==> config.mk <==
export PLATFORM = sky130hd
export DESIGN_NAME = scc_link
export DESIGN_NICKNAME = d
export VERILOG_FILES = /design/src/rtl/scc_pkg.sv /design/src/rtl/scc_link.sv
export SDC_FILE = /design/constraint.sdc
export NUM_CORES = 1
export LEC_CHECK = 0
export BUFFER_PORTS_ARGS = -buffer_cell sky130_fd_sc_hd__buf_4
export CORE_UTILIZATION = 25
export DETAILED_ROUTE_END_ITERATION = 8
export PLACE_DENSITY = 0.4
export SLEW_MARGIN = 20
export SYNTH_ARGS = -nofsm -noshare
export SYNTH_HDL_FRONTEND = slang
export SYNTH_SLANG_ARGS = --single-unit
==> constraint.sdc <==
create_clock -name MCLK -period 7.79 [get_ports MCLK]
set_input_delay 0 -clock MCLK [delete_from_list [all_inputs] [get_ports MCLK]]
set_output_delay 0 -clock MCLK [all_outputs]
set_load 0.03 [all_outputs]
==> src/rtl/scc_pkg.sv <==
// Operation
// - Word length is the word length field plus one, four to thirty-two bits.
// - Four-wire format: serial clock idles at the clock idle level.
// - Four-wire format: clock phase bit picks one of two sampling phases.
// - Bit rate is clock over prescale divisor (rounded down to even, at least two) times one plus rate field.
// - Three-wire format: command length is command length field plus one, four to thirty-two bits.
// - Frame format code zero is four-wire, code two is three-wire.
// - Four-wire master mode: duplex, transmit only, receive only, combined.
// - Target one select pin is asserted when its bit is zero.
// - Serial traffic runs only while the port enable bit is set.
// - Master/slave select zero means master, one means slave.
// - Slave with output disable set leaves the data output undriven.
// - Received elements follow the receive byte and bit order field.
// - Three-wire format inserts one wait state when wait bit is set.
// - Receive trigger at 1, 4 or 8 elements for codes 0 to 2.
// - Transmit trigger at 1, 4 or 8 elements for codes 0 to 2.
// - Four-wire format inserts frame gap wait states between frames; the code inserts them in master mode only.
// - Transmitted elements follow the transmit byte and bit order field.
// - Input delay bit adds two clock cycles on the data input path.
// - Three-wire sends command length bits, then receives a word.
// - A changed transfer mode takes effect at the next word.
package scc_pkg;
	localparam logic [7:0]  ADDR_CTRL_A    = 8'h00;
	localparam logic [7:0]  ADDR_CTRL_B    = 8'h04;
	localparam logic [7:0]  ADDR_STATUS    = 8'h0c;
	localparam logic [7:0]  ADDR_PRESCALE  = 8'h10;
	localparam logic [31:0] CTRL_A_RESET   = 32'h1c000000;
	localparam logic [31:0] CTRL_B_RESET   = 32'h00000000;
	localparam logic [7:0]  PRESCALE_RESET = 8'h00;
	localparam int WLEN_LSB   = 0;
	localparam int IDLE_BIT   = 6;
	localparam int PHASE_BIT  = 7;
	localparam int RATE_LSB   = 8;
	localparam int CMDLEN_LSB = 16;
	localparam int FMT_LSB    = 21;
	localparam int MODE_LSB   = 23;
	localparam int TSEL_BIT   = 26;
	localparam int EN_BIT     = 1;
	localparam int MS_BIT     = 2;
	localparam int SOD_BIT    = 3;
	localparam int RORD_LSB   = 4;
	localparam int WAIT_BIT   = 6;
	localparam int RTRIG_LSB  = 7;
	localparam int TTRIG_LSB  = 10;
	localparam int GAP_LSB    = 14;
	localparam int TORD_LSB   = 18;
	localparam int DELAY_BIT  = 21;
	localparam logic [1:0] FMT_THREE   = 2'h2;
	localparam logic [1:0] MODE_TXONLY = 2'h1;
	localparam logic [1:0] MODE_RXONLY = 2'h2;
	localparam logic [5:0] MIN_LEN     = 6'h04;
	localparam int IN_DELAY_CYCLES = 2;
	localparam int TRIG_LVL0 = 1;
	localparam int TRIG_LVL1 = 4;
	localparam int TRIG_LVL2 = 8;
	localparam logic [1:0] RESP_OKAY   = 2'h0;
	localparam logic [1:0] RESP_SLVERR = 2'h2;

	typedef enum logic [2:0] {
		ST_IDLE, ST_SHIFT, ST_WAIT, ST_RECV, ST_GAP
	} scc_state_t;

	typedef struct packed {
		logic        valid;
		logic [31:0] data;
	} scc_word_t;
endpackage : scc_pkg

==> src/rtl/scc_link.sv <==
`timescale 1ns/1ns
module scc_link #(
	parameter int AW = 8,
	parameter int LW = 5
) (
	// Clock and reset
	input  wire logic              MCLK,
	input  wire logic              RST,
	// AXI4-Lite slave
	input  wire logic [AW-1:0]     S_AXI_AWADDR,
	input  wire logic              S_AXI_AWVALID,
	output      logic              S_AXI_AWREADY,
	input  wire logic [31:0]       S_AXI_WDATA,
	input  wire logic [3:0]        S_AXI_WSTRB,
	input  wire logic              S_AXI_WVALID,
	output      logic              S_AXI_WREADY,
	output      logic [1:0]        S_AXI_BRESP,
	output      logic              S_AXI_BVALID,
	input  wire logic              S_AXI_BREADY,
	input  wire logic [AW-1:0]     S_AXI_ARADDR,
	input  wire logic              S_AXI_ARVALID,
	output      logic              S_AXI_ARREADY,
	output      logic [31:0]       S_AXI_RDATA,
	output      logic [1:0]        S_AXI_RRESP,
	output      logic              S_AXI_RVALID,
	input  wire logic              S_AXI_RREADY,
	// Word streams and FIFO levels
	input  wire scc_pkg::scc_word_t TX_WORD,
	output      logic              TX_TAKE,
	output      scc_pkg::scc_word_t RX_WORD,
	input  wire logic [LW-1:0]     TX_LEVEL,
	input  wire logic [LW-1:0]     RX_LEVEL,
	output      logic              TX_TRIGGER,
	output      logic              RX_TRIGGER,
	// Serial pins
	input  wire logic              SCLK_I,
	output      logic              SCLK_O,
	output      logic              SCLK_OE,
	output      logic              SDO_O,
	output      logic              SDO_OE,
	input  wire logic              SDI_I,
	input  wire logic              SS_N_I,
	output      logic              CS1_N_O
);
	import scc_pkg::*;

	function automatic logic [31:0] scc_strb(input logic [31:0] old,
		input logic [31:0] nw, input logic [3:0] strb);
		logic [31:0] r;
		r = old;
		for (int i = 0; i < 4; i++) begin
			if (strb[i]) begin
				r[8*i +: 8] = nw[8*i +: 8];
			end
		end
		return r;
	endfunction : scc_strb

	function automatic logic [5:0] scc_len(input logic [4:0] code);
		logic [5:0] r;
		r = (code < 5'h03) ? MIN_LEN : {1'b0, code} + 6'h01;
		return r;
	endfunction : scc_len

	// Code 2'b10 on odd sizes is a software fault and is not corrected
	function automatic logic [31:0] scc_order(input logic [31:0] w,
		input logic [5:0] len, input logic [1:0] code);
		logic [31:0] r;
		r = w;
		unique case (code)
			2'b00: r = w;
			2'b01: r = {w[7:0], w[15:8], w[23:16], w[31:24]}
				>> (6'd32 - len);
			2'b10: begin
				for (int i = 0; i < 32; i++) begin
					r[i] = w[(i & ~7) | (7 - (i & 7))];
				end
			end
			2'b11: begin
				for (int i = 0; i < 32; i++) begin
					r[i] = w[31 - i];
				end
				r = r >> (6'd32 - len);
			end
		endcase
		return r;
	endfunction : scc_order

	function automatic logic scc_trig(input logic [LW-1:0] lvl,
		input logic [2:0] code);
		logic r;
		unique case (code)
			3'h0: r = 32'(lvl) >= TRIG_LVL0;
			3'h1: r = 32'(lvl) >= TRIG_LVL1;
			3'h2: r = 32'(lvl) >= TRIG_LVL2;
			default: r = 1'b0;
		endcase
		return r;
	endfunction : scc_trig

	logic [31:0] ctrl_a_reg;
	logic [31:0] ctrl_b_reg;
	logic [7:0]  psc_reg;
	logic        aw_held_reg;
	logic [AW-1:0] aw_addr_reg;
	logic        w_held_reg;
	logic [31:0] w_data_reg;
	logic [3:0]  w_strb_reg;
	logic        bvalid_reg;
	logic [1:0]  bresp_reg;
	logic        rvalid_reg;
	logic [31:0] rdata_reg;
	logic [1:0]  rresp_reg;
	logic [2:0]  in_meta_reg;
	logic [2:0]  in_sync_reg;
	logic [1:0]  dly_reg;
	logic        sclk_prev_reg;
	scc_state_t  state_reg;
	logic [15:0] half_cnt_reg;
	logic        sclk_reg;
	logic        out_reg;
	logic [31:0] tx_sh_reg;
	logic [31:0] rx_sh_reg;
	logic [5:0]  bit_cnt_reg;
	logic [4:0]  gap_cnt_reg;
	logic [1:0]  mode_reg;
	scc_word_t   rx_word_reg;

	// Field decode
	wire [5:0] wlen     = scc_len(ctrl_a_reg[WLEN_LSB +: 5]);
	wire [5:0] cmd_len  = scc_len(ctrl_a_reg[CMDLEN_LSB +: 5]);
	wire       three    = ctrl_a_reg[FMT_LSB +: 2] == FMT_THREE;
	wire [7:0] rate     = ctrl_a_reg[RATE_LSB +: 8];
	wire [1:0] mode_fld = ctrl_a_reg[MODE_LSB +: 2];
	wire       en       = ctrl_b_reg[EN_BIT];
	wire       master   = !ctrl_b_reg[MS_BIT];
	wire       slave_output_disable      = ctrl_b_reg[SOD_BIT];
	wire       wait_en  = ctrl_b_reg[WAIT_BIT];
	wire [3:0] gap      = ctrl_b_reg[GAP_LSB +: 4];
	wire       delay_en = ctrl_b_reg[DELAY_BIT];
	// Three-wire always runs clock mode zero
	wire idle_lvl = three ? 1'b0 : ctrl_a_reg[IDLE_BIT];
	wire cpha     = three ? 1'b0 : ctrl_a_reg[PHASE_BIT];

	// AXI4-Lite slave
	wire aw_hs = S_AXI_AWVALID && S_AXI_AWREADY;
	wire w_hs  = S_AXI_WVALID && S_AXI_WREADY;
	wire aw_ok = aw_held_reg || aw_hs;
	wire w_ok  = w_held_reg || w_hs;
	wire do_wr = aw_ok && w_ok && !bvalid_reg;
	wire [AW-1:0] wr_addr = aw_held_reg ? aw_addr_reg : S_AXI_AWADDR;
	wire [31:0]   wr_data = w_held_reg ? w_data_reg : S_AXI_WDATA;
	wire [3:0]    wr_strb = w_held_reg ? w_strb_reg : S_AXI_WSTRB;
	wire [7:0]    wr_idx  = 8'({wr_addr[AW-1:2], 2'b00});
	wire [7:0]    rd_idx  = 8'({S_AXI_ARADDR[AW-1:2], 2'b00});
	wire wr_a = do_wr && wr_idx == ADDR_CTRL_A;
	wire wr_b = do_wr && wr_idx == ADDR_CTRL_B;
	wire wr_p = do_wr && wr_idx == ADDR_PRESCALE;
	wire wr_map = wr_a || wr_b || wr_p || wr_idx == ADDR_STATUS;
	assign S_AXI_AWREADY = !aw_held_reg && !bvalid_reg;
	assign S_AXI_WREADY  = !w_held_reg && !bvalid_reg;
	assign S_AXI_ARREADY = !rvalid_reg;
	assign S_AXI_BVALID  = bvalid_reg;
	assign S_AXI_BRESP   = bresp_reg;
	assign S_AXI_RVALID  = rvalid_reg;
	assign S_AXI_RDATA   = rdata_reg;
	assign S_AXI_RRESP   = rresp_reg;

	always_ff @(posedge MCLK) begin
		if (RST) begin
			aw_held_reg <= 1'b0;
			aw_addr_reg <= '0;
			w_held_reg  <= 1'b0;
			w_data_reg  <= 32'h0;
			w_strb_reg  <= 4'h0;
			bvalid_reg  <= 1'b0;
			bresp_reg   <= RESP_OKAY;
		end else if (do_wr) begin
			aw_held_reg <= 1'b0;
			w_held_reg  <= 1'b0;
			bvalid_reg  <= 1'b1;
			bresp_reg   <= wr_map ? RESP_OKAY : RESP_SLVERR;
		end else begin
			if (aw_hs) begin
				aw_held_reg <= 1'b1;
				aw_addr_reg <= S_AXI_AWADDR;
			end
			if (w_hs) begin
				w_held_reg <= 1'b1;
				w_data_reg <= S_AXI_WDATA;
				w_strb_reg <= S_AXI_WSTRB;
			end
			if (bvalid_reg && S_AXI_BREADY) begin
				bvalid_reg <= 1'b0;
			end
		end
	end

	// Control registers
	always_ff @(posedge MCLK) begin
		if (RST) begin
			ctrl_a_reg <= CTRL_A_RESET;
			ctrl_b_reg <= CTRL_B_RESET;
			psc_reg    <= PRESCALE_RESET;
		end else begin
			if (wr_a) begin
				ctrl_a_reg <= scc_strb(ctrl_a_reg, wr_data, wr_strb);
			end
			if (wr_b) begin
				ctrl_b_reg <= scc_strb(ctrl_b_reg, wr_data, wr_strb);
			end
			if (wr_p && wr_strb[0]) begin
				psc_reg <= wr_data[7:0];
			end
		end
	end

	wire busy = state_reg != ST_IDLE;
	always_ff @(posedge MCLK) begin
		if (RST) begin
			rvalid_reg <= 1'b0;
			rdata_reg  <= 32'h0;
			rresp_reg  <= RESP_OKAY;
		end else if (S_AXI_ARVALID && S_AXI_ARREADY) begin
			rvalid_reg <= 1'b1;
			rresp_reg  <= RESP_OKAY;
			unique case (rd_idx)
				ADDR_CTRL_A:   rdata_reg <= ctrl_a_reg;
				ADDR_CTRL_B:   rdata_reg <= ctrl_b_reg;
				ADDR_PRESCALE: rdata_reg <= {24'h0, psc_reg};
				ADDR_STATUS:   rdata_reg <= {29'h0, TX_TRIGGER,
					RX_TRIGGER, busy};
				default: begin
					rdata_reg <= 32'h0;
					rresp_reg <= RESP_SLVERR;
				end
			endcase
		end else if (rvalid_reg && S_AXI_RREADY) begin
			rvalid_reg <= 1'b0;
		end
	end

	// FIFO level triggers
	assign RX_TRIGGER = scc_trig(RX_LEVEL, ctrl_b_reg[RTRIG_LSB +: 3]);
	assign TX_TRIGGER = scc_trig(TX_LEVEL, ctrl_b_reg[TTRIG_LSB +: 3]);

	// Pin synchronisers and input delay
	always_ff @(posedge MCLK) begin
		if (RST) begin
			in_meta_reg   <= 3'h4;
			in_sync_reg   <= 3'h4;
			dly_reg       <= 2'h0;
			sclk_prev_reg <= 1'b0;
		end else begin
			in_meta_reg   <= {SS_N_I, SCLK_I, SDI_I};
			in_sync_reg   <= in_meta_reg;
			dly_reg       <= {dly_reg[0], in_sync_reg[0]};
			sclk_prev_reg <= in_sync_reg[1];
		end
	end
	// Delaying data only shifts the sample point against the clock
	wire sdi = delay_en ? dly_reg[IN_DELAY_CYCLES-1] : in_sync_reg[0];
	wire selected = !in_sync_reg[2];

	// Bit timing: half period is half the even divisor times (1 + rate)
	wire [7:0]  psc_eff  = (psc_reg < 8'h02) ? 8'h02 : {psc_reg[7:1], 1'b0};
	wire [15:0] half_len = 16'(psc_eff[7:1] * ({1'b0, rate} + 9'h001));
	wire m_run  = en && master && busy;
	wire tick   = m_run && half_cnt_reg == half_len - 16'h0001;
	wire toggle = state_reg == ST_SHIFT || state_reg == ST_RECV;
	wire s_edge = !master && selected && in_sync_reg[1] != sclk_prev_reg;
	wire lead   = master ? (tick && toggle && sclk_reg == idle_lvl)
		: (s_edge && sclk_prev_reg == idle_lvl);
	wire trail  = master ? (tick && toggle && sclk_reg != idle_lvl)
		: (s_edge && sclk_prev_reg != idle_lvl);
	wire sample = cpha ? trail : lead;
	wire shiftv = cpha ? lead : trail;

	always_ff @(posedge MCLK) begin
		if (RST || !m_run || tick) begin
			half_cnt_reg <= 16'h0;
		end else begin
			half_cnt_reg <= half_cnt_reg + 16'h0001;
		end
	end

	always_ff @(posedge MCLK) begin
		if (RST) begin
			sclk_reg <= 1'b0;
		end else if (!m_run) begin
			sclk_reg <= idle_lvl;
		end else if (tick && toggle) begin
			sclk_reg <= !sclk_reg;
		end
	end

	// Word start and shift engine
	wire m_need = three || mode_fld != MODE_RXONLY;
	wire m_start = en && master && !busy && (TX_WORD.valid || !m_need);
	wire s_start = en && !master && !busy && selected && !three;
	wire start   = m_start || s_start;
	assign TX_TAKE = start && TX_WORD.valid;
	wire [31:0] load_w  = TX_WORD.valid ? TX_WORD.data : 32'h0;
	wire [5:0]  len0    = three ? cmd_len : wlen;
	wire [31:0] tx_init = scc_order(load_w, len0,
		ctrl_b_reg[TORD_LSB +: 2]) << (6'd32 - len0);
	wire [5:0]  cur_len = (state_reg == ST_SHIFT) ? len0 : wlen;
	wire [31:0] rx_next = {rx_sh_reg[30:0], sdi};
	wire [31:0] rx_fin  = sample ? rx_next : rx_sh_reg;
	wire last  = toggle && trail && bit_cnt_reg + 6'h01 == cur_len;
	wire push  = last && (state_reg == ST_RECV
		|| (!three && mode_reg != MODE_TXONLY));
	wire [4:0] gap_end = 5'({gap, 1'b0} - 5'h01);

	always_ff @(posedge MCLK) begin
		if (RST || !en || (!master && !selected)) begin
			state_reg   <= ST_IDLE;
			tx_sh_reg   <= 32'h0;
			rx_sh_reg   <= 32'h0;
			out_reg     <= 1'b0;
			bit_cnt_reg <= 6'h0;
			gap_cnt_reg <= 5'h0;
			mode_reg    <= 2'h0;
		end else begin
			unique case (state_reg)
				ST_IDLE: begin
					if (start) begin
						state_reg   <= ST_SHIFT;
						mode_reg    <= mode_fld;
						bit_cnt_reg <= 6'h0;
						rx_sh_reg   <= 32'h0;
						if (!cpha) begin
							out_reg   <= tx_init[31];
							tx_sh_reg <= tx_init << 1;
						end else begin
							tx_sh_reg <= tx_init;
						end
					end
				end
				ST_SHIFT, ST_RECV: begin
					if (sample) begin
						rx_sh_reg <= rx_next;
					end
					if (shiftv && state_reg == ST_SHIFT) begin
						out_reg   <= tx_sh_reg[31];
						tx_sh_reg <= tx_sh_reg << 1;
					end
					if (trail) begin
						bit_cnt_reg <= bit_cnt_reg + 6'h01;
					end
					if (last) begin
						bit_cnt_reg <= 6'h0;
						gap_cnt_reg <= 5'h0;
						if (state_reg == ST_SHIFT && three) begin
							// Command done, now the response
							rx_sh_reg <= 32'h0;
							state_reg <= wait_en ? ST_WAIT : ST_RECV;
						end else if (state_reg == ST_SHIFT && master
							&& gap != 4'h0) begin
							state_reg <= ST_GAP;
						end else begin
							state_reg <= ST_IDLE;
						end
					end
				end
				ST_WAIT: begin
					if (tick) begin
						gap_cnt_reg <= gap_cnt_reg + 5'h01;
						if (gap_cnt_reg == 5'h01) begin
							state_reg <= ST_RECV;
						end
					end
				end
				ST_GAP: begin
					if (tick) begin
						gap_cnt_reg <= gap_cnt_reg + 5'h01;
						if (gap_cnt_reg == gap_end) begin
							state_reg <= ST_IDLE;
						end
					end
				end
			endcase
		end
	end

	always_ff @(posedge MCLK) begin
		if (RST) begin
			rx_word_reg <= '0;
		end else begin
			rx_word_reg.valid <= push;
			if (push) begin
				rx_word_reg.data <= scc_order(rx_fin, wlen,
					ctrl_b_reg[RORD_LSB +: 2]);
			end
		end
	end

	// Pin drive
	assign RX_WORD = rx_word_reg;
	assign SCLK_O  = sclk_reg;
	assign SCLK_OE = en && master;
	assign SDO_O   = out_reg;
	// Shared data pin turns round for the three-wire response
	assign SDO_OE  = en && (master ? !(three && state_reg == ST_RECV)
		: (selected && !slave_output_disable));
	assign CS1_N_O = ctrl_a_reg[TSEL_BIT];
endmodule : scc_link

* After elaboration in Yosys (flattened, before gate mapping)
Index checks and enable logic that the tools add are counted.
** Storage, ports and cells
- Bits in registers :: 296
- Bits of input ports :: 105
** Operators by class
- Add/subtract/negate cells :: 10
- Multiply operators :: 1
- Magnitude comparators :: 9
- Eq/ne operators :: 43
- Shift operators :: 5
- Multiplexer cells :: 60
- Bitwise gates (word level) :: 1
- Reductions and logical operators :: 104
** Operator list (count)
- 32-bit case mux with 4 select lines :: 3
- 32-bit 2-to-1 mux :: 9
- 32-bit case mux with 2 select lines :: 2
- 32-bit by 6-bit >> shifter with 32-bit output :: 4
- 1-bit logical AND :: 42
- 6-bit 2-to-1 mux :: 7
- 32-bit by 6-bit << shifter with 32-bit output :: 1
- 3-bit 2-to-1 mux :: 8
- 2-bit AND reduction :: 12
- 1-bit 2-to-1 mux :: 18
- 2-bit inequality test (second input constant) :: 9
- 16-bit by 1-bit adder with 16-bit output (second input constant) :: 1
- 16-bit == test :: 1
- 8-bit logical NOT :: 2
- 7-bit by 9-bit multiplier with 16-bit output :: 1
- 8-bit 2-to-1 mux :: 2
- 16-bit by 1-bit subtractor with 16-bit output (second input constant) :: 1
- 1-bit logical NOT :: 14
- 1-bit logical OR :: 14
- 5-bit by 1-bit adder with 6-bit output (second input constant) :: 2
- 3-bit by 2-bit == test with 1-bit output (second input constant) :: 4
- 6-bit by 1-bit == test with 1-bit output (second input constant) :: 2
- 6-bit by 2-bit == test with 1-bit output (second input constant) :: 2
- 6-bit by 3-bit == test with 1-bit output (second input constant) :: 2
- other kinds (40) :: 70

* Longest topological paths before layout
Gate-level depths: netlist (run 1).
- Depth in word-level cells :: 14
- Gate-level depth with buffers :: 32
- Mapped depth without buffers :: 26

* Worst setup path before layout (run 1)
Ideal clock, no wire load.
- Kind :: reg-to-reg
- Start :: register ctrl_a_reg[8]
- End :: register rx_word_reg (netlist bit RX_WORD[1])
- Arrival :: 7.110 ns
- Required time :: 7.656 ns
- Setup slack :: 0.546 ns
- Stages on the path, launching flop included :: 26
- Clock period less this slack :: 7.244 ns
- Cell sequence :: dfxtp_1 > ha_1 > nand3_1 > nor2_1 > xor2_1 > nand2_1 > fa_1 > fa_1 > fa_1 > fa_1 > inv_1 > ha_1 > clkbuf_1 > a21oi_1 > o21ai_1 > a21o_1 > or4_1 > nand3_1 > nand4_1 > o41ai_4 > mux2_2 > mux4_2 > and3_1 > a311o_1 > a221oi_2 > a211oi_1
** Between the ends
- Cells in the longest elaborated chain, start to end :: 12
- Elaborated cells between the ends (all ways) :: 18
** RTL lines
- start: declaration :: RTL line scc_link.sv:101 : logic [31:0] ctrl_a_reg;
- start signal: assignment :: RTL line scc_link.sv:207 : ctrl_a_reg <= scc_strb(ctrl_a_reg, wr_data, wr_strb);
- 8-bit by 1-bit adder with 9-bit output (*) :: RTL line scc_link.sv:267 : wire [15:0] half_len = 16'(psc_eff[7:1] * ({1'b0, rate} + 9'h001));
- 7-bit by 9-bit multiplier with 16-bit output (*) :: RTL line scc_link.sv:267
- 16-bit by 1-bit subtractor with 16-bit output (*) :: RTL line scc_link.sv:269 : wire tick = m_run && half_cnt_reg == half_len - 16'h0001;
- 16-bit == test (*) :: RTL line scc_link.sv:269
- 1-bit logical AND (*) :: RTL line scc_link.sv:269
- 1-bit logical AND (*) :: RTL line scc_link.sv:272, scc_link.sv:274
- 1-bit logical AND (on tied branches) :: RTL line scc_link.sv:272, scc_link.sv:274
- 1-bit 2-to-1 mux (on tied branches) :: RTL line scc_link.sv:272, scc_link.sv:274
- 1-bit 2-to-1 mux :: RTL line scc_link.sv:276 : wire sample = cpha ? trail : lead;
- 32-bit 2-to-1 mux :: RTL line scc_link.sv:309 : wire [31:0] rx_fin = sample ? rx_next : rx_sh_reg;
- 32-bit by 6-bit >> shifter with 32-bit output (on tied branches) :: RTL line scc_link.sv:83, scc_link.sv:72
- 32-bit case mux with 4 select lines :: RTL line scc_link.sv:70 : unique case (code)
- end: declaration :: RTL line scc_link.sv:127 : scc_word_t rx_word_reg;
Every way passes the cells marked *; elsewhere a longest branch is shown, timed or not.
A chain may end at the register's enable or synchronous reset.

* Worst setup path after layout (run 1)
- Start :: register ctrl_a_reg[9]
- End :: register rx_word_reg (netlist bit RX_WORD[1])
Same word-level chain as after synthesis.

==> flow_summary.json, run 1 <==
{
  "core_region_area_um2": 100400,
  "worstMarginPinSlew_ns": 1.118,
  "multiInputGateArea_um2": 18200,
  "fin_crit_ns": 7.450,
  "max_stage_delay_ns": 0.55,
  "finalSetupViolCount": 0,
  "routed_wl_mm": 108.9,
  "nNetsFinal": 3709,
  "crit_family": "adder cells",
  "drt_iter0_markers": 1920,
  "drive_gt1_share_pct": 15.95,
  "antenna_cells": 0,
  "worst-path-stages": 26,
  "syn_to_final_growth_pct": 19.90,
  "power.switching_mw": 1.131,
  "cts_max_level": 2,
  "cp-endpoint": "RX_WORD[1]",
  "hold_class": "input port to register",
  "postSynthCellCount": 3377,
  "synth-edff-count": 0,
  "irDropWorstVdd_mv": 0.1445,
  "dpl.hpwl_mm": 81.23,
  "cp_data_arrival_time_ns": 7.89,
  "ys_ff_latch": 292,
  "wl_per_cell_um": 22.22,
  "antenna_found_initial": 0,
  "first_pass_iters": 5,
  "grtUsageTotal_pct": 20.70,
  "gp_congestion": 0.9178,
  "crit_top_cell": "fa_1",
  "mostFrequentLayoutCells": "nor2_1 (419), nand2_1 (361), buf_4 (319)",
  "ys_types": 94,
  "cts_tree": "built",
  "grt_pass1_vias": 25720,
  "max_freq_ghz": 0.1342,
  "rr_worst_depth": 26,
  "combPwrFrac_pct": 15.5,
  "synthArstFlopShare_pct": 0,
  "final_common_cell": "nor2_1",
  "place.port_buffers": 180,
  "critPathCaptureType": "register",
  "drc": 0,
  "grt-ovfl-total": 0,
  "grt_first_pass_wirelength_mm": 165.6,
  "worst_ep_required_time_ns": 8.23,
  "cp-startpoint": "ctrl_a_reg[9]",
  "pwr-share-seq_pct": 38.8,
  "rsz0062_at_grt": "no",
  "critPathKind": "register to register",
  "placedInstanceArea_um2": 28570,
  "die-area_um2": 102900,
  "synthFlopType": "dfxtp_1",
  "report.final.hold_viol_count": 0,
  "r2r_setup_slack_ns": 0.34,
  "clkPwrFrac_pct": 45.7,
  "ant_nets": 0,
  "critPathMaxFanout": 12,
  "via_count": 26300,
  "clk_latency_ns": 0.58,
  "clockBufferDepth": 3,
  "yosysWarningCount": 0,
  "die_y_um": 320.8,
  "vias_per_cell": 5.367,
  "final_area_um2": 30470,
  "p_leak_nw": 11.20,
  "min_period_over_period_pct": 95.64,
  "largest_reg_flops": 33,
  "die_w_um": 320.8,
  "timing.rr.start": "ctrl_a_reg[9]",
  "cts.sinks": 292,
  "initial_core_util_pct": 25.30,
  "fillCellCount": 11070,
  "status": "completed",
  "seq_area_um2": 5853,
  "seq_area_frac_synth_pct": 23.00,
  "p_int_mw": 2.811,
  "grt_max_degree": 188,
  "worstSetupStartpointType": "register",
  "syn_area_um2": 25410,
  "maxSlewViolCount": 0,
  "path_buf_inv": 4,
  "placementRows": 116,
  "avgSynthCellArea_um2": 7.526,
  "cts_buffers": 39,
  "r2r_end": "RX_WORD[1]",
  "swShare_pct": 28.69,
  "cp_slowest_cell": "fa_1",
  "powerDensity_nw_per_um2": 129.4,
  "cap_violations": 0,
  "path_clk_slew_ns": 0.06,
  "power_mw": 3.943,
  "skew_ns": 0.02542,
  "cts_root_buf": "clkbuf_16",
  "ios": 187,
  "max_slew_margin_pct": 25.48,
  "tns_ns": 0
}
[final cells by class]
class	count	area share (%)
clock buffer	57	3.621
clock inverter	10	0.4599
inverter	100	1.232
multi-input combinational	2702	59.73
sequential	292	19.21
tap	1357	5.572
timing repair buffer	382	10.18
[tightest hold or removal path, cell delays in order]
cell,delay [ns]
buf_4,0.21
mux2i_1,0.10
o21ai_0,0.14
a22oi_1,0.07
nor2_1,0.08
[timing repair]
item,in CTS,in global routing
hold buffers,54,0
gates resized for setup,0,16
endpoints found under the hold margin,128,0
buffers inserted,0,2
endpoints found under the setup margin,0,28
[power by group through the flow]
stage	combinational [mW]	sequential, mW	clock, mW
6_report	0.611	1.53	1.80
5_1_grt	0.658	1.53	1.92
4_1_cts	0.605	1.53	1.86
3_5_place_dp	0.578	1.56	0
3_3_place_gp	0.582	1.56	0
2_1_floorplan	0.350	1.56	0
[how the worst min path moves through the flow]
stage | startpoint | to | slack (ns) | depth (start not counted)
final | S_AXI_ARADDR[4] | S_AXI_RDATA[5] | 0.06 | 5
after global routing | S_AXI_ARADDR[3] | S_AXI_RDATA[1] | 0.07 | 5
after CTS | S_AXI_ARADDR[3] | S_AXI_RDATA[2] | 0.04 | 5
after detailed placement | S_AXI_RREADY | S_AXI_RVALID | 0.19 | 2
after global placement | S_AXI_RREADY | S_AXI_RVALID | 0.19 | 2
after floorplan | S_AXI_RREADY | S_AXI_RVALID | 0.10 | 1
[kinds of logic (layout without fill, tap and decap cells)]
family / Yosys count / in the layout / share of synthesized area (%)
XOR/XNOR: 87 / 87 / 2.998
multiplexers: 307 / 307 / 14.23
adder cells (fa/ha/maj): 87 / 87 / 5.435
flip-flops: 292 / 292 / 23.00
other: 1 / 2 / 0.01476
AO/OA/AOI/OAI: 968 / 968 / 25.88
buffers and inverters: 384 / 549 / 6.016
AND/OR/NAND/NOR: 1251 / 1251 / 22.43
[Yosys cell counts (11+ instances only)]
cell | count | area, um2
and3_1 | 60 | 375.4
or3_1 | 23 | 143.9
and2_1 | 37 | 231.5
a221oi_1 | 14 | 122.6
ha_1 | 48 | 600.6
o221ai_1 | 29 | 254.0
a211oi_1 | 72 | 540.5
mux4_2 | 38 | 855.8
o21bai_1 | 14 | 105.1
a22oi_1 | 82 | 615.6
xnor2_1 | 51 | 446.7
dfxtp_1 | 292 | 5846
buf_1 | 19 | 71.32
nor2b_1 | 32 | 200.2
a31oi_1 | 32 | 200.2
o21ai_0 | 159 | 795.8
o22ai_1 | 24 | 150.1
o21a_1 | 19 | 142.6
nand2b_1 | 26 | 162.7
o311ai_0 | 18 | 157.7
a211o_1 | 14 | 122.6
o32ai_1 | 11 | 96.34
nand4_1 | 28 | 175.2
nor3_1 | 94 | 470.5
o2111ai_1 | 17 | 148.9
a21o_1 | 13 | 97.59
or2_2 | 27 | 168.9
a21oi_1 | 232 | 1161
o211ai_1 | 70 | 525.5
nand3_1 | 91 | 455.4
mux2_2 | 54 | 608.1
clkbuf_1 | 235 | 882.1
inv_1 | 95 | 356.6
nor4_1 | 11 | 68.82
fa_1 | 39 | 780.8
nand2_1 | 362 | 1359
a21boi_0 | 25 | 187.7
xor2_1 | 36 | 315.3
mux2i_1 | 215 | 2152
o31ai_1 | 16 | 120.1
buf_2 | 18 | 90.09
nor2_1 | 426 | 1599
[layer usage]
layer / global-route usage, % / share of wire [%]
met1: 27.69 / 45
met5: 0 / 0
met3: 2.235 / 4.8
met2: 34.59 / 47
met4: 6.741 / 3.2
[per-stage QoR]
step / hold WS (ns) / util (%) / worst slack [ns] / instances
2_1_floorplan: 0.1001 / - / 0.5464 / 3378
3_3_place_gp: 0.1948 / 28.45 / 0.2302 / 4776
3_5_place_dp: 0.1883 / 28.45 / 0.2239 / 4776
4_1_cts: 0.03979 / 30.23 / 0.1748 / 4897
5_1_grt: 0.07305 / 30.34 / 0.03317 / 4900
6_report: 0.06319 / 30.34 / 0.3396 / 4900
Power figures use the tool's default switching activity.
==> run 2, diff against run 1 <==
--- a/config.mk
+++ b/config.mk
@@ -6,10 +6,11 @@
 export NUM_CORES = 1
 export LEC_CHECK = 0
 export BUFFER_PORTS_ARGS = -buffer_cell sky130_fd_sc_hd__buf_4
-export CORE_UTILIZATION = 25
+export CORE_UTILIZATION = 36
 export DETAILED_ROUTE_END_ITERATION = 8
-export PLACE_DENSITY = 0.4
+export PLACE_DENSITY = 0.53
 export SLEW_MARGIN = 20
 export SYNTH_ARGS = -nofsm -noshare
 export SYNTH_HDL_FRONTEND = slang
 export SYNTH_SLANG_ARGS = --single-unit
+export TNS_END_PERCENT = 30
==> run 2 against run 1 <==
  * Non-clock buffer count decreased by 12
  * Fmax decreased by 0.70%
  * First-iteration DRC count increased by 21%
  * Critical path type unchanged
==> flow_summary.json, run 2 (synthesized netlist as in run 1, its figures left out) <==
{
  "status": "completed",
  "first_pass_iters": 6,
  "powerDensity_nw_per_um2": 130.0,
  "tns_ns": 0,
  "antenna_found_initial": 0,
  "drive_gt1_share_pct": 15.23,
  "dp.cells": 4331,
  "ios": 187,
  "cts_root_buf": "clkbuf_16",
  "worstSetupStartpointType": "register",
  "grt_pass1_vias": 24980,
  "min_period_over_period_pct": 96.31,
  "cts_buffers": 36,
  "cts_max_level": 2,
  "largest_reg_flops": 33,
  "hold_class": "input port to register",
  "drt_iter0_markers": 2316,
  "worstMarginPinSlew_ns": 1.076,
  "ant_nets": 0,
  "skew_ns": 0.04021,
  "vias_per_cell": 5.927,
  "p_leak_nw": 11.15,
  "grtUsageTotal_pct": 26.64,
  "final-instance-count-excl-fill": 4467,
  "via_count": 26480,
  "fillCellCount": 7348,
  "die_w_um": 267.7,
  "max_slew_margin_pct": 27.78,
  "gp_congestion": 0.9565,
  "syn_to_final_growth_pct": 17.33,
  "cap_violations": 0,
  "worst_ep_required_time_ns": 8.21,
  "path_clk_slew_ns": 0.06,
  "maxSlewViolCount": 0,
  "clockBufferDepth": 3,
  "seq_area_um2": 5853,
  "max_freq_ghz": 0.1333,
  "drc": 0,
  "die-area_um2": 71660,
  "cts.sinks": 292,
  "die_y_um": 267.7,
  "finalSetupViolCount": 0,
  "place.port_buffers": 180,
  "fin_crit_ns": 7.503,
  "cts_tree": "built",
  "placementRows": 97,
  "dpl.hpwl_mm": 71.56,
  "postLayoutCoreUtil_pct": 42.65,
  "grt-ovfl-total": 0,
  "grt_first_pass_wirelength_mm": 150.3,
  "cp_data_arrival_time_ns": 7.93,
  "critPathKind": "register to register",
  "core_region_area_um2": 69910,
  "multiInputGateArea_um2": 18160,
  "initial_core_util_pct": 36.35,
  "critPathCaptureType": "register",
  "antenna_cells": 0,
  "nNetsFinal": 3694,
  "clk_latency_ns": 0.59,
  "grt_max_degree": 89,
  "routed_wl_mm": 97.24,
  "final_common_cell": "nor2_1",
  "report.final.hold_viol_count": 0,
  "wl_per_cell_um": 21.77,
  "mostFrequentLayoutCells": "nor2_1 (418), nand2_1 (360), buf_4 (296)",
  "power_mw": 3.875,
  "critPathMaxFanout": 18,
  "irDropWorstVdd_mv": 0.1432
}
[run 2: cell count changes in the layout (fill, tap and decap cells not counted), sizes merged]
cell	change
clkinv	+7
clkbuf	-10
dlygate4sd3	+15
bufinv	+1
inv	-2
buf	-27
[run 2: critical path, cell delays in order (launching register included)]
cell and delay, ns:
dfxtp_2 0.37, ha_1 0.20, nand3_1 0.15, nor2_2 0.17, xor2_1 0.16, buf_4 0.17
nand2_1 0.08, fa_1 0.53, fa_1 0.56, fa_1 0.42, fa_1 0.50, inv_1 0.04
ha_1 0.30, a21oi_1 0.15, o21ai_1 0.10, buf_4 0.16, and3_1 0.15, or4_4 0.44
nor3_4 0.23, nand3_2 0.17, o41a_4 0.52, buf_4 0.23, mux2i_1 0.16, mux4_2 0.52
and3_1 0.20, a311o_1 0.33, a221oi_2 0.21, a211oi_1 0.11
[run 2: what timing repair did]
action | 4_1_cts | 5_1_grt
hold buffers | 69 | 0
gates resized for setup | 0 | 9
hold endpoints to repair | 146 | 0
buffers inserted | 0 | 3
endpoints found under the setup margin | 0 | 31
[run 2: routing by layer]
layer | up-vias | routed length, um | track usage (%)
met2 | 927 | 44410 | 42.86
met1 | 12760 | 42950 | 35.87
met5 | - | 0 | 0
li1 | 12610 | - | -
met3 | 178 | 5944 | 3.632
met4 | 0 | 3932 | 10.55
[run 2: path summary, 6_finish.rpt]
check                           cells past startpoint             from  slack, ns        endpoint
worst max-delay path                               27    ctrl_a_reg[8]       0.29      RX_WORD[1]
worst min-delay path                                6  S_AXI_ARADDR[6]       0.07  S_AXI_RDATA[0]
worst max register to register                     27    ctrl_a_reg[8]       0.29      RX_WORD[1]
worst min register to register                      1   in_meta_reg[2]       0.41  in_sync_reg[2]
[run 2: final cells by class]
| class | instances | area share [%] |
|---|---|---|
| well taps | 940 | 3.944 |
| inverters | 100 | 1.259 |
| multi-input cells | 2702 | 60.91 |
| clock buffers | 47 | 3.361 |
| flip-flops and latches | 292 | 19.63 |
| repair buffers | 370 | 10.09 |
| clock inverters | 16 | 0.8056 |
[run 2: metrics by stage]
stage	instance area, um2	setup slack (ns)	hold slack (ns)
finish	29820	0.2872	0.07156
global route	29820	-0.002993	0.08858
CTS	29740	0.1406	0.03711
detailed placement	27810	0.1263	0.1903
global placement	27800	0.2307	0.1872
floorplan	25420	0.5464	0.1001
[run 2: where the power goes]
part | internal [mW] | switching (mW) | total [mW]
combinational | 0.241 | 0.361 | 0.603
sequential | 1.51 | 0.0151 | 1.53
clock | 1.02 | 0.721 | 1.74
==> run 3, diff against run 2 <==
--- a/config.mk
+++ b/config.mk
@@ -5,6 +5,7 @@
 export SDC_FILE = /design/constraint.sdc
 export NUM_CORES = 1
 export LEC_CHECK = 0
+export ABC_AREA = 1
 export BUFFER_PORTS_ARGS = -buffer_cell sky130_fd_sc_hd__buf_4
 export CORE_UTILIZATION = 36
 export DETAILED_ROUTE_END_ITERATION = 8
==> run 3 against run 2 <==
  * Global-route usage shrank 2.3 points
  * Worst hold slack got worse by 0.036 ns
  * Total power up 3.4%
  * Clock skew down 0.012 ns
  * First-iteration DRC count decreased by 6.3%
  * Fmax increased by 7.7%
  * Design area fell by 11%
  * Largest cell class unchanged
  * Die area is 10% lower
  * Sequential power is 3% higher
  * Worst setup slack improved by 0.54 ns
  * Core utilization about the same
==> flow_summary.json, run 3 <==
{
  "status": "completed",
  "setup_ws_ns": 0.8260,
  "pwr-share-seq_pct": 39.4,
  "die_y_um": 253.7,
  "antenna_found_initial": 0,
  "wl_per_cell_um": 16.79,
  "synth-edff-count": 0,
  "powerDensity_nw_per_um2": 150.9,
  "hold_path_end": "S_AXI_RDATA[1]",
  "combPwrFrac_pct": 17.3,
  "antenna_cells": 0,
  "largest_reg_flops": 33,
  "timing.rr.start": "ctrl_a_reg[8]",
  "multiInputGateArea_um2": 14540,
  "whs_ns": 0.03534,
  "grt_max_degree": 82,
  "die_w_um": 253.7,
  "synth_top_family_by_area": "simple AND/OR/NAND/NOR gates",
  "via_count": 25090,
  "tns_ns": 0,
  "max_stage_delay_ns": 0.57,
  "hold_start": "S_AXI_ARADDR[4]",
  "crit_top_cell": "nand2_1",
  "ios": 187,
  "synthXorXnorAreaFrac_pct": 1.498,
  "fillCellCount": 6841,
  "cap_violations": 0,
  "synthMuxAreaShare_pct": 0,
  "hold_class": "input port to register",
  "placementRows": 91,
  "synth_compound_area_share_pct": 18.31,
  "dpl.hpwl_mm": 58.38,
  "postSynthCellCount": 3760,
  "power_mw": 4.006,
  "min_period_over_period_pct": 89.40,
  "worstSetupStartpointType": "register",
  "max_freq_ghz": 0.1436,
  "path_clk_slew_ns": 0.06,
  "cts_root_buf": "clkbuf_16",
  "grtUsageMet1_pct": 33.47,
  "worstMarginPinSlew_ns": 1.117,
  "ys_types": 58,
  "finalSetupViolCount": 0,
  "seq_area_frac_synth_pct": 25.64,
  "min_path_cells": 6,
  "cp_data_arrival_time_ns": 7.41,
  "die-area_um2": 64340,
  "post-synth-top-count-cell": "nand2_1",
  "grt-ovfl-total": 0,
  "grt_first_pass_wirelength_mm": 126.0,
  "drt_iter0_markers": 2169,
  "critPathKind": "register to register",
  "vias_per_cell": 5.311,
  "post-cts-setup-buffers": 0,
  "routed_wl_mm": 79.33,
  "use_met3_pct": 3.134,
  "gp_congestion": 0.9266,
  "skew_ns": 0.02799,
  "worst_ep_required_time_ns": 8.23,
  "critPathMaxFanout": 10,
  "cts_buffers": 38,
  "placedInstanceArea_um2": 24670,
  "clkPwrFrac_pct": 43.3,
  "cp_slowest_cell": "fa_1",
  "synthFlopType": "dfxtp_1",
  "core_region_area_um2": 62170,
  "ant_nets": 0,
  "cts_tree": "built",
  "r2r_setup_slack_ns": 0.83,
  "final_area_um2": 26550,
  "rr_worst_depth": 40,
  "cts.sinks": 292,
  "yosysWarningCount": 0,
  "max_slew_margin_pct": 25.29,
  "report.final.hold_viol_count": 0,
  "power.switching_mw": 1.191,
  "rsz0062_at_grt": "no",
  "synth-simple-area-share_pct": 37.47,
  "final_common_cell": "nand2_1",
  "p_int_mw": 2.815,
  "postLayoutCoreUtil_pct": 42.70,
  "initial_core_util_pct": 36.67,
  "swShare_pct": 29.74,
  "maxSlewViolCount": 0,
  "dp.cells": 4597,
  "first_pass_iters": 6,
  "grtUsageMet2_pct": 38.96,
  "r2r_end": "RX_WORD[8]",
  "seq_area_um2": 5848,
  "p_leak_nw": 11.64,
  "nNetsFinal": 4055,
  "mostFrequentLayoutCells": "nand2_1 (925), nand3_1 (719), inv_1 (383)",
  "irDropWorstVdd_mv": 0.1559,
  "place.port_buffers": 180,
  "syn_to_final_growth_pct": 16.45,
  "netlist.area_leader.share_pct": 25.64,
  "yosys.area_share.adder_pct": 6.059,
  "fin_crit_ns": 6.964,
  "syn_area_um2": 22800,
  "clk_latency_ns": 0.57,
  "drive_gt1_share_pct": 9.622,
  "ys_ff_latch": 292,
  "clockBufferDepth": 3,
  "synthArstFlopShare_pct": 0,
  "cts_max_level": 2,
  "grtUsageTotal_pct": 24.33,
  "grt_pass1_vias": 23300,
  "grt.busiest_layer": "met2",
  "netlist_top_cells_area": "dfxtp_1 (26%), nand3_1 (16%), nand2_1 (15%), o21ai_0 (6.5%), a21oi_1 (6.5%)",
  "synth.largest_area_cell": "dfxtp_1",
  "critPathCaptureType": "register",
  "final-instance-count-excl-fill": 4724,
  "avgSynthCellArea_um2": 6.063,
  "pre_cts_slack_ns": 0.5964,
  "drc": 0,
  "synth_top_cells_by_count": "nand2_1 (927), nand3_1 (720), inv_1 (385)"
}
==> run 3: changes by cell type after synthesis, sizes merged, moves of 67 or more <==
cell	change
clkbuf	-78
nand2	+576
mux2i	-215
nor2	-249
o21ai	+179
inv	+305
nor3	-75
nand3	+630
a211oi	-67
a22oi	-79
a21oi	+67
==> run 3: area by class of cell <==
class                   count  area share [%]
inverters                 410           5.802
clock inverters             8          0.3582
clock buffers              56           4.218
flip-flops and latches    292           22.03
well taps                 837           3.945
repair buffers            291           8.870
multi-input cells        2830           54.78
==> run 3: what timing repair did <==
action                     CTS  global route
resized for setup            0             5
setup endpoints to repair    0            22
hold buffers                63             0
hold endpoints to repair    98             0
==> run 3: kinds of logic (layout without fill, tap and decap cells) <==
group                    Yosys count  after routing
AO/OA/AOI/OAI                    766            766
XOR/XNOR                          36             36
adder cells (fa/ha/maj)           87             87
buffers and inverters            639            765
flip-flops                       292            292
other                              1              2
AND/OR/NAND/NOR                 1939           1939
==> run 3: power by group through the flow <==
stage / Sequential [mW] / Clock, mW / Combinational, mW
3_3_place_gp: 1.61 / 0 / 0.653
2_1_floorplan: 1.61 / 0 / 0.463
4_1_cts: 1.58 / 1.78 / 0.686
3_5_place_dp: 1.61 / 0 / 0.653
6_report: 1.58 / 1.74 / 0.692
5_1_grt: 1.58 / 1.84 / 0.778
==> run 3: per-layer routing <==
| layer | up-vias | wire [um] |
|---|---|---|
| li1 | 12780 | - |
| met1 | 11500 | 37310 |
| met4 | 0 | 2554 |
| met5 | - | 0 |
| met3 | 142 | 4038 |
| met2 | 672 | 35430 |
==> run 3: worst max-delay path by stage <==
| stage | startpoint | to | slack [ns] | cells past startpoint |
|---|---|---|---|---|
| final | ctrl_a_reg[8] | RX_WORD[8] | 0.83 | 40 |
| after global placement | ctrl_a_reg[8] | RX_WORD[8] | 0.68 | 37 |
| after global routing | ctrl_a_reg[8] | RX_WORD[1] | 0.08 | 42 |
| after floorplan | ctrl_a_reg[8] | RX_WORD[0] | 1.80 | 40 |
| after detailed placement | ctrl_a_reg[8] | RX_WORD[8] | 0.60 | 37 |
| after CTS | ctrl_a_reg[8] | RX_WORD[8] | 0.59 | 37 |
==> run 3: worst max-delay path: cells and delay by family, from the launching register on <==
kind	cells	cell delay, ns
and+or+nand+nor	25	2.76
adders and majority gates	5	2.34
buffers and inverters	6	0.58
AOI/OAI and AO/OA	4	0.80
DFF	1	0.38
